<file path="src/verilog/pwm_cfg.svh">
// register offsets, field positions and reset values of the pwm unit
`ifndef PWM_CFG_SVH
`define PWM_CFG_SVH

// ------------------------------------------------------------------
// register offsets (byte addresses)
// ------------------------------------------------------------------
`define OFS_INT_STATUS   8'h00
`define OFS_CTRL         8'h04
`define OFS_COUNT        8'h08
`define OFS_PRESCALE     8'h0c
`define OFS_PRESCALE_CNT 8'h10
`define OFS_MATCH_CTL    8'h14
`define OFS_MATCH_BASE   8'h18
`define OFS_MATCH_LAST   8'h30
`define OFS_OUT_CTL      8'h34
`define OFS_RELEASE      8'h38
`define OFS_INT_MASK     8'h3c

// ------------------------------------------------------------------
// field positions
// ------------------------------------------------------------------
`define CTRL_COUNT_EN    0
`define CTRL_CLEAR       1
`define CTRL_PWM_EN      3
`define MCTL_WIDTH       3
`define OUT_SEL_LSB      1
`define OUT_EN_LSB       9

// ------------------------------------------------------------------
// reset values
// ------------------------------------------------------------------
`define WORD_RESET       32'h0000_0000
`define FLAGS_RESET      7'h00
`define OUTS_RESET       6'h00
`define ACT_RESET        3'h0

`endif

</file>
<file path="src/verilog/pwm_pkg.sv">
// types shared by the pwm unit and its helpers
package pwm_pkg;

    localparam int NUM_MATCH = 7;
    localparam int NUM_OUT   = 6;

    typedef logic [31:0] word_type;

    // action taken when a match register equals the count
    typedef struct packed {
        logic stop;
        logic rst;
        logic irq;
    } match_act_type;

    // apb request as seen by the slave
    typedef struct packed {
        logic [7:0] paddr;
        logic       pwrite;
        word_type   pwdata;
        logic       psel;
        logic       penable;
    } apb_req_type;

endpackage : pwm_pkg

</file>
<file path="src/verilog/prescale_divider.sv">
// prescale counter that yields one tick per programmed period
`timescale 1ns/1ps
`default_nettype none
`include "pwm_cfg.svh"

module prescale_divider
    import pwm_pkg::*;
(
    // clock and reset
    input  wire logic     clk,
    input  wire logic     reset,
    // control
    input  wire logic     clear,
    input  wire logic     run,
    input  wire word_type limit,
    // status
    output logic          tick,
    output word_type      count
);

    // tick when the count reaches the limit, then wrap to zero
    assign tick = run && !clear && (count == limit);

    always_ff @(posedge clk)
    begin
        if (reset || clear)
        begin
            count <= `WORD_RESET;
        end
        else if (tick)
        begin
            count <= `WORD_RESET;
        end
        else if (run)
        begin
            count <= count + 32'h0000_0001;
        end
    end

endmodule : prescale_divider
`default_nettype wire

</file>
<file path="src/verilog/pwm_edge_out.sv">
// one pwm output stage: set and clear strobes, clear takes priority
`timescale 1ns/1ps
`default_nettype none
`include "pwm_cfg.svh"

module pwm_edge_out
(
    // clock and reset
    input  wire logic clk,
    input  wire logic reset,
    // control
    input  wire logic enable,
    input  wire logic set_hit,
    input  wire logic clr_hit,
    // pin
    output logic      level
);

    always_ff @(posedge clk)
    begin
        if (reset || !enable)
        begin
            level <= 1'b0;
        end
        else if (clr_hit)
        begin
            // clear wins so a clear match equal to the set match gives constant low
            level <= 1'b0;
        end
        else if (set_hit)
        begin
            level <= 1'b1;
        end
    end

endmodule : pwm_edge_out
`default_nettype wire

</file>
<file path="src/verilog/match_based_pwm_unit.sv">
// pwm unit: prescaled timer, seven match registers, apb slave
// ------------------------------------------------------------------
// What this block does
// - timer counts prescaler ticks, compared against seven match registers
// - cycle match register resets the count in pwm mode, setting period
// - single-edge output falls on its own match register
// - single-edge outputs rise at cycle start unless constantly low
// - double-edge output set by one match, cleared by next match
// - up to six single-edge, three double-edge, or a mix
// - each match may keep running, stop or reset, plus interrupt
// - period and width are any number of timer counts
// - in pwm mode, new match values apply only after release, at cycle start
// - without pwm mode the unit acts as a plain timer
// - 32-bit counter behind a programmable 32-bit prescaler
// - all match interrupts merge onto one interrupt line
// ------------------------------------------------------------------
`timescale 1ns/1ps
`default_nettype none
`include "pwm_cfg.svh"

module match_based_pwm_unit
    import pwm_pkg::*;
(
    // clock and reset
    input  wire logic        clk,
    input  wire logic        reset,
    // apb slave
    input  wire logic        psel,
    input  wire logic        penable,
    input  wire logic        pwrite,
    input  wire logic [7:0]  paddr,
    input  wire logic [31:0] pwdata,
    output logic [31:0]      prdata,
    output logic             pready,
    output logic             pslverr,
    // interrupt
    output logic             irq,
    // pwm pins, index 1 to 6
    output logic [6:1]       pwm_out
);

    // ------------------------------------------------------------------
    // decode helpers
    // ------------------------------------------------------------------
    // index of the match register at addr, or 7 when none
    function automatic logic [2:0] match_sel(input logic [7:0] addr);
        logic [7:0] rel;
        rel = addr - `OFS_MATCH_BASE;
        if (addr >= `OFS_MATCH_BASE && addr <= `OFS_MATCH_LAST &&
            rel[1:0] == 2'b00)
        begin
            match_sel = rel[4:2];
        end
        else
        begin
            match_sel = 3'h7;
        end
    endfunction : match_sel

    function automatic logic is_mapped(input logic [7:0] addr);
        case (addr)
            `OFS_INT_STATUS, `OFS_CTRL, `OFS_COUNT, `OFS_PRESCALE,
            `OFS_PRESCALE_CNT, `OFS_MATCH_CTL, `OFS_OUT_CTL,
            `OFS_RELEASE, `OFS_INT_MASK:
                is_mapped = 1'b1;
            default:
                is_mapped = (match_sel(addr) != 3'h7);
        endcase
    endfunction : is_mapped

    // ------------------------------------------------------------------
    // state
    // ------------------------------------------------------------------
    apb_req_type            req;
    logic                   count_en_r;
    logic                   clear_r;
    logic                   pwm_en_r;
    word_type               prescale_r;
    word_type               count_r;
    word_type               pre_count;
    logic                   tick;
    match_act_type [6:0]    act_r;
    word_type               buf_r [NUM_MATCH];
    word_type               shadow_r [NUM_MATCH];
    logic [6:0]             release_r;
    logic [6:0]             status_r;
    logic [6:0]             mask_r;
    logic [6:1]             double_r;
    logic [6:1]             out_en_r;
    logic [31:0]            prdata_r;
    logic [31:0]            rd_nxt;
    logic [6:0]             match_hit;
    logic [6:0]             rst_vec;
    logic [6:0]             stop_vec;
    logic [6:0]             irq_vec;
    logic                   reset_hit;
    logic                   stop_hit;
    logic                   cycle_start;
    logic                   access;
    logic                   wr;
    logic [2:0]             wsel;

    // ------------------------------------------------------------------
    // apb handshake
    // ------------------------------------------------------------------
    assign req.paddr   = paddr;
    assign req.pwrite  = pwrite;
    assign req.pwdata  = pwdata;
    assign req.psel    = psel;
    assign req.penable = penable;

    assign access  = req.psel && req.penable;
    assign pready  = 1'b1;
    assign pslverr = access && !is_mapped(req.paddr);
    assign wr      = access && req.pwrite && is_mapped(req.paddr);
    assign wsel    = match_sel(req.paddr);
    assign prdata  = prdata_r;

    // ------------------------------------------------------------------
    // prescaler
    // ------------------------------------------------------------------
    prescale_divider u_prescale
    (
        .clk   (clk),
        .reset (reset),
        .clear (clear_r),
        .run   (count_en_r),
        .limit (prescale_r),
        .tick  (tick),
        .count (pre_count)
    );

    // ------------------------------------------------------------------
    // match compare and actions
    // ------------------------------------------------------------------
    always_comb
    begin
        for (int i = 0; i < NUM_MATCH; i++)
        begin
            match_hit[i] = tick && (count_r == shadow_r[i]);
            rst_vec[i]   = act_r[i].rst;
            stop_vec[i]  = act_r[i].stop;
            irq_vec[i]   = act_r[i].irq;
        end
        // in pwm mode the cycle match always restarts the period
        rst_vec[0] = act_r[0].rst || pwm_en_r;
    end

    assign reset_hit   = |(match_hit & rst_vec);
    assign stop_hit    = |(match_hit & stop_vec);
    assign cycle_start = pwm_en_r && match_hit[0];

    // ------------------------------------------------------------------
    // timer counter
    // ------------------------------------------------------------------
    always_ff @(posedge clk)
    begin
        if (reset || clear_r)
        begin
            count_r <= `WORD_RESET;
        end
        else if (tick)
        begin
            if (reset_hit)
            begin
                count_r <= `WORD_RESET;
            end
            else
            begin
                count_r <= count_r + 32'h0000_0001;
            end
        end
    end

    // ------------------------------------------------------------------
    // control register
    // ------------------------------------------------------------------
    always_ff @(posedge clk)
    begin
        if (reset)
        begin
            count_en_r <= 1'b0;
            clear_r    <= 1'b0;
            pwm_en_r   <= 1'b0;
        end
        else
        begin
            if (wr && req.paddr == `OFS_CTRL)
            begin
                clear_r  <= req.pwdata[`CTRL_CLEAR];
                pwm_en_r <= req.pwdata[`CTRL_PWM_EN];
            end
            // a stop match in the same cycle beats a software write
            if (stop_hit)
            begin
                count_en_r <= 1'b0;
            end
            else if (wr && req.paddr == `OFS_CTRL)
            begin
                count_en_r <= req.pwdata[`CTRL_COUNT_EN];
            end
        end
    end

    // ------------------------------------------------------------------
    // prescale value and match actions
    // ------------------------------------------------------------------
    always_ff @(posedge clk)
    begin
        if (reset)
        begin
            prescale_r <= `WORD_RESET;
        end
        else if (wr && req.paddr == `OFS_PRESCALE)
        begin
            prescale_r <= req.pwdata;
        end
    end

    always_ff @(posedge clk)
    begin
        if (reset)
        begin
            for (int i = 0; i < NUM_MATCH; i++)
            begin
                act_r[i] <= `ACT_RESET;
            end
        end
        else if (wr && req.paddr == `OFS_MATCH_CTL)
        begin
            for (int i = 0; i < NUM_MATCH; i++)
            begin
                act_r[i] <= match_act_type'(
                    req.pwdata[`MCTL_WIDTH*i +: `MCTL_WIDTH]);
            end
        end
    end

    // ------------------------------------------------------------------
    // match buffers, release flags and active copies
    // ------------------------------------------------------------------
    always_ff @(posedge clk)
    begin
        if (reset)
        begin
            for (int i = 0; i < NUM_MATCH; i++)
            begin
                buf_r[i] <= `WORD_RESET;
            end
        end
        else if (wr && wsel != 3'h7)
        begin
            buf_r[wsel] <= req.pwdata;
        end
    end

    always_ff @(posedge clk)
    begin
        if (reset)
        begin
            release_r <= `FLAGS_RESET;
        end
        else
        begin
            // software release wins over the clear at cycle start
            release_r <= (release_r & ~(cycle_start ? 7'h7f : 7'h00)) |
                         ((wr && req.paddr == `OFS_RELEASE) ?
                          req.pwdata[6:0] : 7'h00);
        end
    end

    always_ff @(posedge clk)
    begin
        if (reset)
        begin
            for (int i = 0; i < NUM_MATCH; i++)
            begin
                shadow_r[i] <= `WORD_RESET;
            end
        end
        else
        begin
            for (int i = 0; i < NUM_MATCH; i++)
            begin
                if (!pwm_en_r)
                begin
                    // plain timer: writes act at once
                    shadow_r[i] <= buf_r[i];
                end
                else if (cycle_start && release_r[i])
                begin
                    shadow_r[i] <= buf_r[i];
                end
            end
        end
    end

    // ------------------------------------------------------------------
    // output configuration
    // ------------------------------------------------------------------
    always_ff @(posedge clk)
    begin
        if (reset)
        begin
            double_r <= `OUTS_RESET;
            out_en_r <= `OUTS_RESET;
        end
        else if (wr && req.paddr == `OFS_OUT_CTL)
        begin
            // output 1 has no preceding edge match, always single-edge
            double_r <= {req.pwdata[`OUT_SEL_LSB+5 -: 5], 1'b0};
            out_en_r <= req.pwdata[`OUT_EN_LSB+5 -: 6];
        end
    end

    // ------------------------------------------------------------------
    // pwm output stages
    // ------------------------------------------------------------------
    for (genvar n = 1; n <= NUM_OUT; n++)
    begin : g_out
        logic set_hit;
        // single-edge rises on the cycle match, double-edge on match n-1
        assign set_hit = double_r[n] ? match_hit[n-1]
                                     : match_hit[0];

        pwm_edge_out u_edge
        (
            .clk     (clk),
            .reset   (reset),
            .enable  (out_en_r[n] && pwm_en_r),
            .set_hit (set_hit),
            .clr_hit (match_hit[n]),
            .level   (pwm_out[n])
        );
    end

    // ------------------------------------------------------------------
    // interrupt status and mask
    // ------------------------------------------------------------------
    always_ff @(posedge clk)
    begin
        if (reset)
        begin
            status_r <= `FLAGS_RESET;
        end
        else
        begin
            // a new match beats a write-one clear in the same cycle
            status_r <= (status_r &
                         ~((wr && req.paddr == `OFS_INT_STATUS) ?
                           req.pwdata[6:0] : 7'h00)) |
                        (match_hit & irq_vec);
        end
    end

    always_ff @(posedge clk)
    begin
        if (reset)
        begin
            mask_r <= `FLAGS_RESET;
        end
        else if (wr && req.paddr == `OFS_INT_MASK)
        begin
            mask_r <= req.pwdata[6:0];
        end
    end

    // single combined line toward the interrupt controller
    assign irq = |(status_r & mask_r);

    // ------------------------------------------------------------------
    // read data, captured in the setup cycle
    // ------------------------------------------------------------------
    always_comb
    begin
        rd_nxt = `WORD_RESET;
        case (req.paddr)
            `OFS_INT_STATUS:   rd_nxt = {25'h0, status_r};
            `OFS_CTRL:         rd_nxt = {28'h0, pwm_en_r, 1'b0,
                                         clear_r, count_en_r};
            `OFS_COUNT:        rd_nxt = count_r;
            `OFS_PRESCALE:     rd_nxt = prescale_r;
            `OFS_PRESCALE_CNT: rd_nxt = pre_count;
            `OFS_MATCH_CTL:    rd_nxt = {11'h0, act_r};
            `OFS_OUT_CTL:      rd_nxt = {17'h0, out_en_r, 2'b00,
                                         double_r[6:2], 2'b00};
            `OFS_RELEASE:      rd_nxt = {25'h0, release_r};
            `OFS_INT_MASK:     rd_nxt = {25'h0, mask_r};
            default:
            begin
                if (wsel != 3'h7)
                begin
                    rd_nxt = buf_r[wsel];
                end
            end
        endcase
    end

    always_ff @(posedge clk)
    begin
        if (reset)
        begin
            prdata_r <= `WORD_RESET;
        end
        else if (req.psel && !req.penable && !req.pwrite)
        begin
            prdata_r <= rd_nxt;
        end
    end

endmodule : match_based_pwm_unit
`default_nettype wire

</file>
<file path="config.mk">
export PLATFORM = sky130hd
export DESIGN_NAME = match_based_pwm_unit
export DESIGN_NICKNAME = d
export VERILOG_FILES = /design/src/verilog/pwm_pkg.sv /design/src/verilog/prescale_divider.sv /design/src/verilog/pwm_edge_out.sv /design/src/verilog/match_based_pwm_unit.sv
export VERILOG_INCLUDE_DIRS = /design/src /design/src/verilog
export SDC_FILE = /design/constraint.sdc
export NUM_CORES = 1
export LEC_CHECK = 0
export BUFFER_PORTS_ARGS = -buffer_cell sky130_fd_sc_hd__buf_2
export CAP_MARGIN = 15
export CORE_MARGIN = 2
export CORE_UTILIZATION = 25
export CTS_CLUSTER_DIAMETER = 40
export DETAILED_ROUTE_END_ITERATION = 10
export GPL_ROUTABILITY_DRIVEN = 0
export GPL_TIMING_DRIVEN = 0
export HOLD_SLACK_MARGIN = 0.06
export MAX_ROUTING_LAYER = met4
export PLACE_DENSITY = 0.41
export SYNTH_ARGS = -nofsm -noshare
export SYNTH_HDL_FRONTEND = slang
export SYNTH_SLANG_ARGS = --single-unit
</file>
<file path="constraint.sdc">
create_clock -name clk -period 3 [get_ports clk]
set_input_delay 0.15 -clock clk [delete_from_list [all_inputs] [get_ports clk]]
set_output_delay 0.15 -clock clk [all_outputs]
set_load 0.02 [all_outputs]
</file>
# Word level (Yosys, flattened, before mapping)
# Memory sizes are Yosys's and may differ from the RTL's.
# Index checks and enable logic that the tools add are counted.
# classes
n_addsub,3
n_lt_le_gt_ge,2
bitwise,24
n_reduce_logical,71
muxes,67
eq_ne,18
# op_table
cell,n
32-bit two-way mux,17
32-bit case mux with 9 select lines,1
32-bit equality test,8
"32-bit by 1-bit adder with 32-bit output, second input constant",2
1-bit two-way mux,43
7-bit bitwise AND,6
1-bit logical AND,39
32-bit OR reduction,1
"8-bit by 6-bit equality test with 1-bit output, second input constant",3
7-bit two-way mux,3
"8-bit by 4-bit equality test with 1-bit output, second input constant",2
"8-bit by 5-bit equality test with 1-bit output, second input constant",2
7-bit NOT,2
1-bit OR,14
7-bit OR,2
2-bit OR reduction,7
7-bit OR reduction,2
1-bit zero test,10
3-bit two-way mux,3
9-bit OR reduction,1
"8-bit by 3-bit equality test with 1-bit output, second input constant",1
"8-bit by 5-bit greater-or-equal comparator with 1-bit output, second input constant",1
"8-bit by 6-bit less-or-equal comparator with 1-bit output, second input constant",1
8-bit zero test,1
5 further kinds,13
# totals
out_inout_bits,41
input_bits,45
wordCells,226
n_memories,2
ff_bits,190
ramBits,448
# memory_table
memory,words,word_bits,rd,rd_clocked_by_memory_dff,write_ports,line_no,text
buf_r,7,32,8,0,7,match_based_pwm_unit.sv:83,word_type buf_r [NUM_MATCH];
shadow_r,7,32,7,0,7,match_based_pwm_unit.sv:84,word_type shadow_r [NUM_MATCH];

# Depth between registers and ports, before layout
# depth
word_depth,14
ltp_mapped,11
depth_no_buf,9

# By module
# Synthesis repeated with hierarchy kept, for this count alone.
# unflattened
hier_cells,2801
area_unflattened_um2,30131.4
# by_module_without_submodules
mod,instances,area_each_um2,cells_per_inst
match_based_pwm_unit,1,27800.4,2538
prescale_divider,1,2098.3,245
pwm_edge_out,6,38.8,3

# Worst setup path after synthesis
# Ideal clock, no wire load.
# synth_timing
kind,register to register
start,reg u_prescale.count[6]
end,"mem shadow_r[0][0] (netlist name), enable pin"
n_path_buf,1
path_stages_with_launch,9
required_ns,2.612
path_slack_ns,0.000
t_arrival_ns,2.612
path_cell_list,dfxtp_1 -> xor2_1 -> or4_1 -> nor3_1 -> and3_1 -> buf_2 -> nand2_1 -> nor2_1 -> a21o_1
# synth_lines
element,line_no,text
from (decl),prescale_divider.sv:18,output word_type count
from (signal assigned),prescale_divider.sv:28,count <= `WORD_RESET;
from (signal assigned),prescale_divider.sv:32,count <= `WORD_RESET;
from (signal assigned),prescale_divider.sv:36,count <= count + 32'h0000_0001;
to (decl),match_based_pwm_unit.sv:84,

# Worst setup path after layout
# layout_timing
start,in paddr[3]
end,out pslverr
# layout_between
elab_chain_len,9
word_cells_on_any_way,21
cone_classes,add/sub: 1; order compare: 2; eq/ne: 9; mux: 3; reduce/logical: 6
# layout_rtl
element,line_no,text
from (decl),match_based_pwm_unit.sv:31,"input wire logic [7:0] paddr,"
8-bit by 5-bit greater-or-equal comparator with 1-bit output (no source line) / 8-bit by 6-bit less-or-equal comparator with 1-bit output (equally long branches),n/a,
1-bit logical AND (no source line),n/a,
1-bit logical AND,match_based_pwm_unit.sv:49,if (addr >= `OFS_MATCH_BASE && addr <= `OFS_MATCH_LAST &&
3-bit two-way mux,match_based_pwm_unit.sv:49,
3-bit two-way mux,match_based_pwm_unit.sv:61,case (addr)
3-bit != test,match_based_pwm_unit.sv:67,is_mapped = (match_sel(addr) != 3'h7);
1-bit two-way mux *,match_based_pwm_unit.sv:61,
1-bit zero test *,match_based_pwm_unit.sv:114,assign pslverr = access && !is_mapped(req.paddr);
1-bit logical AND *,match_based_pwm_unit.sv:114,
to (decl),match_based_pwm_unit.sv:35,"output logic pslverr,"
# Every way passes the cells marked *; elsewhere a longest branch is shown, timed or not. The select of a mux whose other input is x is not followed.

==> results.json <==
{
  "hp-class": "in -> reg",
  "cts_tree": "yes",
  "synth_flop_cell": "edfxtp_1",
  "ys_seq_area_frac": 0.567,
  "fmax_ghz": 0.332,
  "grt_usage": 0.221,
  "fin_crit_ns": 3.01,
  "switching_share": 0.239,
  "vias": 23000,
  "layout_commonest_cell": "edfxtp_1",
  "antenna_found_initial": 6,
  "ant_nets": 0,
  "grt_max_degree": 33,
  "syn_inst": 2784,
  "grt_pass1_vias": 22000,
  "numPortBuffers": 75,
  "rows": 126,
  "cts.sinks": 638,
  "yosys.cell_types.count": 64,
  "drt-total-wl_um": 134000,
  "clkPwrFrac": 0.528,
  "final-hold-violation-count": 0,
  "drive_gt1_frac": 0.161,
  "clockBufferDepth": 3,
  "top_layer": "met4",
  "met1_length_um": 58500,
  "clkSlewWorstSetupHoldPaths_ns": 0.06,
  "dieArea_sq_um": 122000,
  "async_flop_share": 0,
  "synthesis.area_sq_um": 29900,
  "grt_pass1_wl_um": 181000,
  "finalMaxSlewViolations": 0,
  "criticalPathCategory": "in -> out",
  "relSlewSlack": 0.253,
  "wl_met3_um": 8230,
  "cap_violations": 0,
  "vdd_drop_max_v": 0.000443,
  "setup_ws_ns": -0.0121,
  "violations": "negative setup slack",
  "wl_per_cell_um": 28.4,
  "cellLeakagePower_nw": 14.7,
  "wl_met2_um": 62700,
  "cp_max_fo": 10,
  "power_frac_comb": 0.051,
  "stdcell_count": 4723,
  "cts_made_buffers": 98,
  "seqPwrFrac": 0.421,
  "first_iter_violations": 2279,
  "floorplan.initialDensity": 0.252,
  "layout_common_cells": "416 x edfxtp_1, 265 x nor2_1, 245 x xor2_1, 232 x and2_1, 221 x nand2_1",
  "status": "finished with violations",
  "power_switching_mw": 5.55,
  "cts-root-buf": "clkbuf_16",
  "p_int_mw": 17.7,
  "synth_nets": 2832,
  "ys_warn_count": 0,
  "arrival_ns": 2.86,
  "synth-edff-count": 416,
  "die_h_um": 350,
  "drtPass1Iterations": 6,
  "nets": 3081,
  "area_growth_syn_to_layout_pct": 25.1,
  "synth.ff_latch_count": 638,
  "htree_levels": 3,
  "gr-total-overflow": 0,
  "dp_cells": 4471,
  "max_slew.worst_pin.slew_ns": 1.12,
  "power.density_nw_per_um2": 621,
  "insertion_delay_ns": 0.67,
  "synth.avg_cell_area_sq_um": 10.7,
  "via_per_inst": 4.87,
  "final.setup.tns_ns": -0.0241,
  "die_x_um": 350,
  "cp-end-kind": "output pin",
  "critPathLaunchType": "input port",
  "setup_viol": 3,
  "boundaryPins": 86,
  "fin_crit_sh": 1.00,
  "required_ns": 2.85,
  "fin_skew_ns": 0.0309,
  "core_region_area_sq_um": 118000,
  "dp_hpwl_um": 103000,
  "drcViolationCount": 0
}
==> through the flow <==
stage / hold slack, ns / utilization / area (sq um) / total power, mW / setup WS (ns)
floorplan: 0.286 / - / 29900 / 10.5 / 0.000185
finish: 0.0919 / 0.316 / 37400 / 23.2 / -0.0121
global placement: 0.440 / 0.273 / 32300 / 11.0 / -2.42
detailed placement: 0.444 / 0.274 / 32500 / 11.1 / -1.55
CTS: 0.0611 / 0.312 / 37000 / 23.3 / -0.0514
global route: 0.0916 / 0.316 / 37400 / 23.8 / -0.0420
==> flip-flops by register name, summed over array words and instances, names as in the netlist <==
| register | cells |
|---|---|
| g_out.u_edge.level | 6 |
| prdata | 32 |
| prescale_r | 32 |
| mask_r | 7 |
| pwm_en_r | 1 |
| shadow_r | 224 |
| status_r | 7 |
| release_r | 7 |
| count_en_r | 1 |
| buf_r | 224 |
| clear_r | 1 |
| count_r | 32 |
| u_prescale.count | 32 |
| double_r | 5 |
| out_en_r | 6 |
| act_r | 21 |
==> worst max-delay path, stage by stage <==
cell      delay, ns
buf_2          0.24
inv_1          0.18
ha_1           0.47
inv_1          0.20
a211oi_4       0.44
buf_6          0.27
buf_2          0.28
nor4_2         0.09
buf_4          0.19
and3_1         0.17
buf_2          0.15
==> cells in the mapped netlist (8+ instances only) <==
master / count / share of area
nor3_2: 13 / 0.0044
and4_1: 9 / 0.0026
xor2_1: 255 / 0.075
and3_1: 18 / 0.0038
nand2_1: 225 / 0.028
a22oi_1: 20 / 0.0050
nor2_1: 271 / 0.034
inv_1: 44 / 0.0055
buf_4: 10 / 0.0025
nor3_1: 47 / 0.0079
buf_2: 55 / 0.0092
a221oi_1: 16 / 0.0047
a311oi_1: 15 / 0.0044
nor4_1: 67 / 0.014
a31oi_1: 14 / 0.0029
and2_1: 232 / 0.049
mux2_2: 9 / 0.0034
edfxtp_1: 416 / 0.42
nand4_1: 40 / 0.0084
o21ai_0: 60 / 0.010
buf_1: 8 / 0.0010
a21oi_1: 181 / 0.030
o221ai_1: 30 / 0.0088
xnor2_1: 58 / 0.017
nand3_1: 77 / 0.013
clkbuf_1: 128 / 0.016
nor2b_1: 34 / 0.0071
dfxtp_1: 222 / 0.15
nand2b_1: 8 / 0.0017
mux2i_1: 119 / 0.040
==> layout make-up <==
| cell class | count | area, sq um |
|---|---|---|
| plain buffers | 204 | 1060 |
| diodes | 6 | 15.0 |
| repair buffers | 148 | 1210 |
| well taps | 1600 | 2000 |
| inverters | 44 | 165 |
| flip-flops and latches | 638 | 17000 |
| fillers | 12200 | 81000 |
| multi-input cells | 1899 | 12500 |
| clock buffers | 122 | 2710 |
| clock inverters | 62 | 781 |
==> power groups by stage <==
stage               Sequential (mW)  Clock (mW)  Combinational (mW)
global placement               9.97           0                1.07
global route                   9.82        12.8                1.24
detailed placement             9.97           0                1.09
CTS                            9.79        12.4                1.16
floorplan                      9.93           0               0.536
finish                         9.79        12.3                1.18
==> routing by layer <==
metal,vias to the layer above,GRT usage
li1,10300,-
met1,11600,0.288
met2,883,0.349
met3,167,0.0307
met4,0,0.0768
met5,-,-
==> timing repair <==
item,4_1_cts,5_1_grt
setup endpoints to repair,729,506
cloned,3,4
endpoints found under the hold margin,89,0
setup buffers,19,9
resized for setup,120,72
pin swaps,18,18
hold buffers,30,0
==> cell families after synthesis <==
kind of cell	after synthesis	share of synthesized area
XOR/XNOR	313	0.0917
AND/OR/NAND/NOR	1073	0.183
adder cells (fa/ha/maj)	3	0.00126
buffers and inverters	251	0.0360
flip-flops	638	0.567
other	1	0.000125
multiplexers	128	0.0432
AO/OA/AOI/OAI	377	0.0783
==> worst paths after layout <==
kind | start | end | slack, ns | cells after the start
worst max-delay path | paddr[3] | pslverr | -0.01 | 11
worst min-delay path | pwdata[4] | double_r[4] | 0.09 | 3
worst max register to register | count_r[27] | count_r[13] | 0.06 | 10
worst min register to register | act_r[14] | act_r[14] | 0.48 | 2
(Power assumes the default switching activity.)
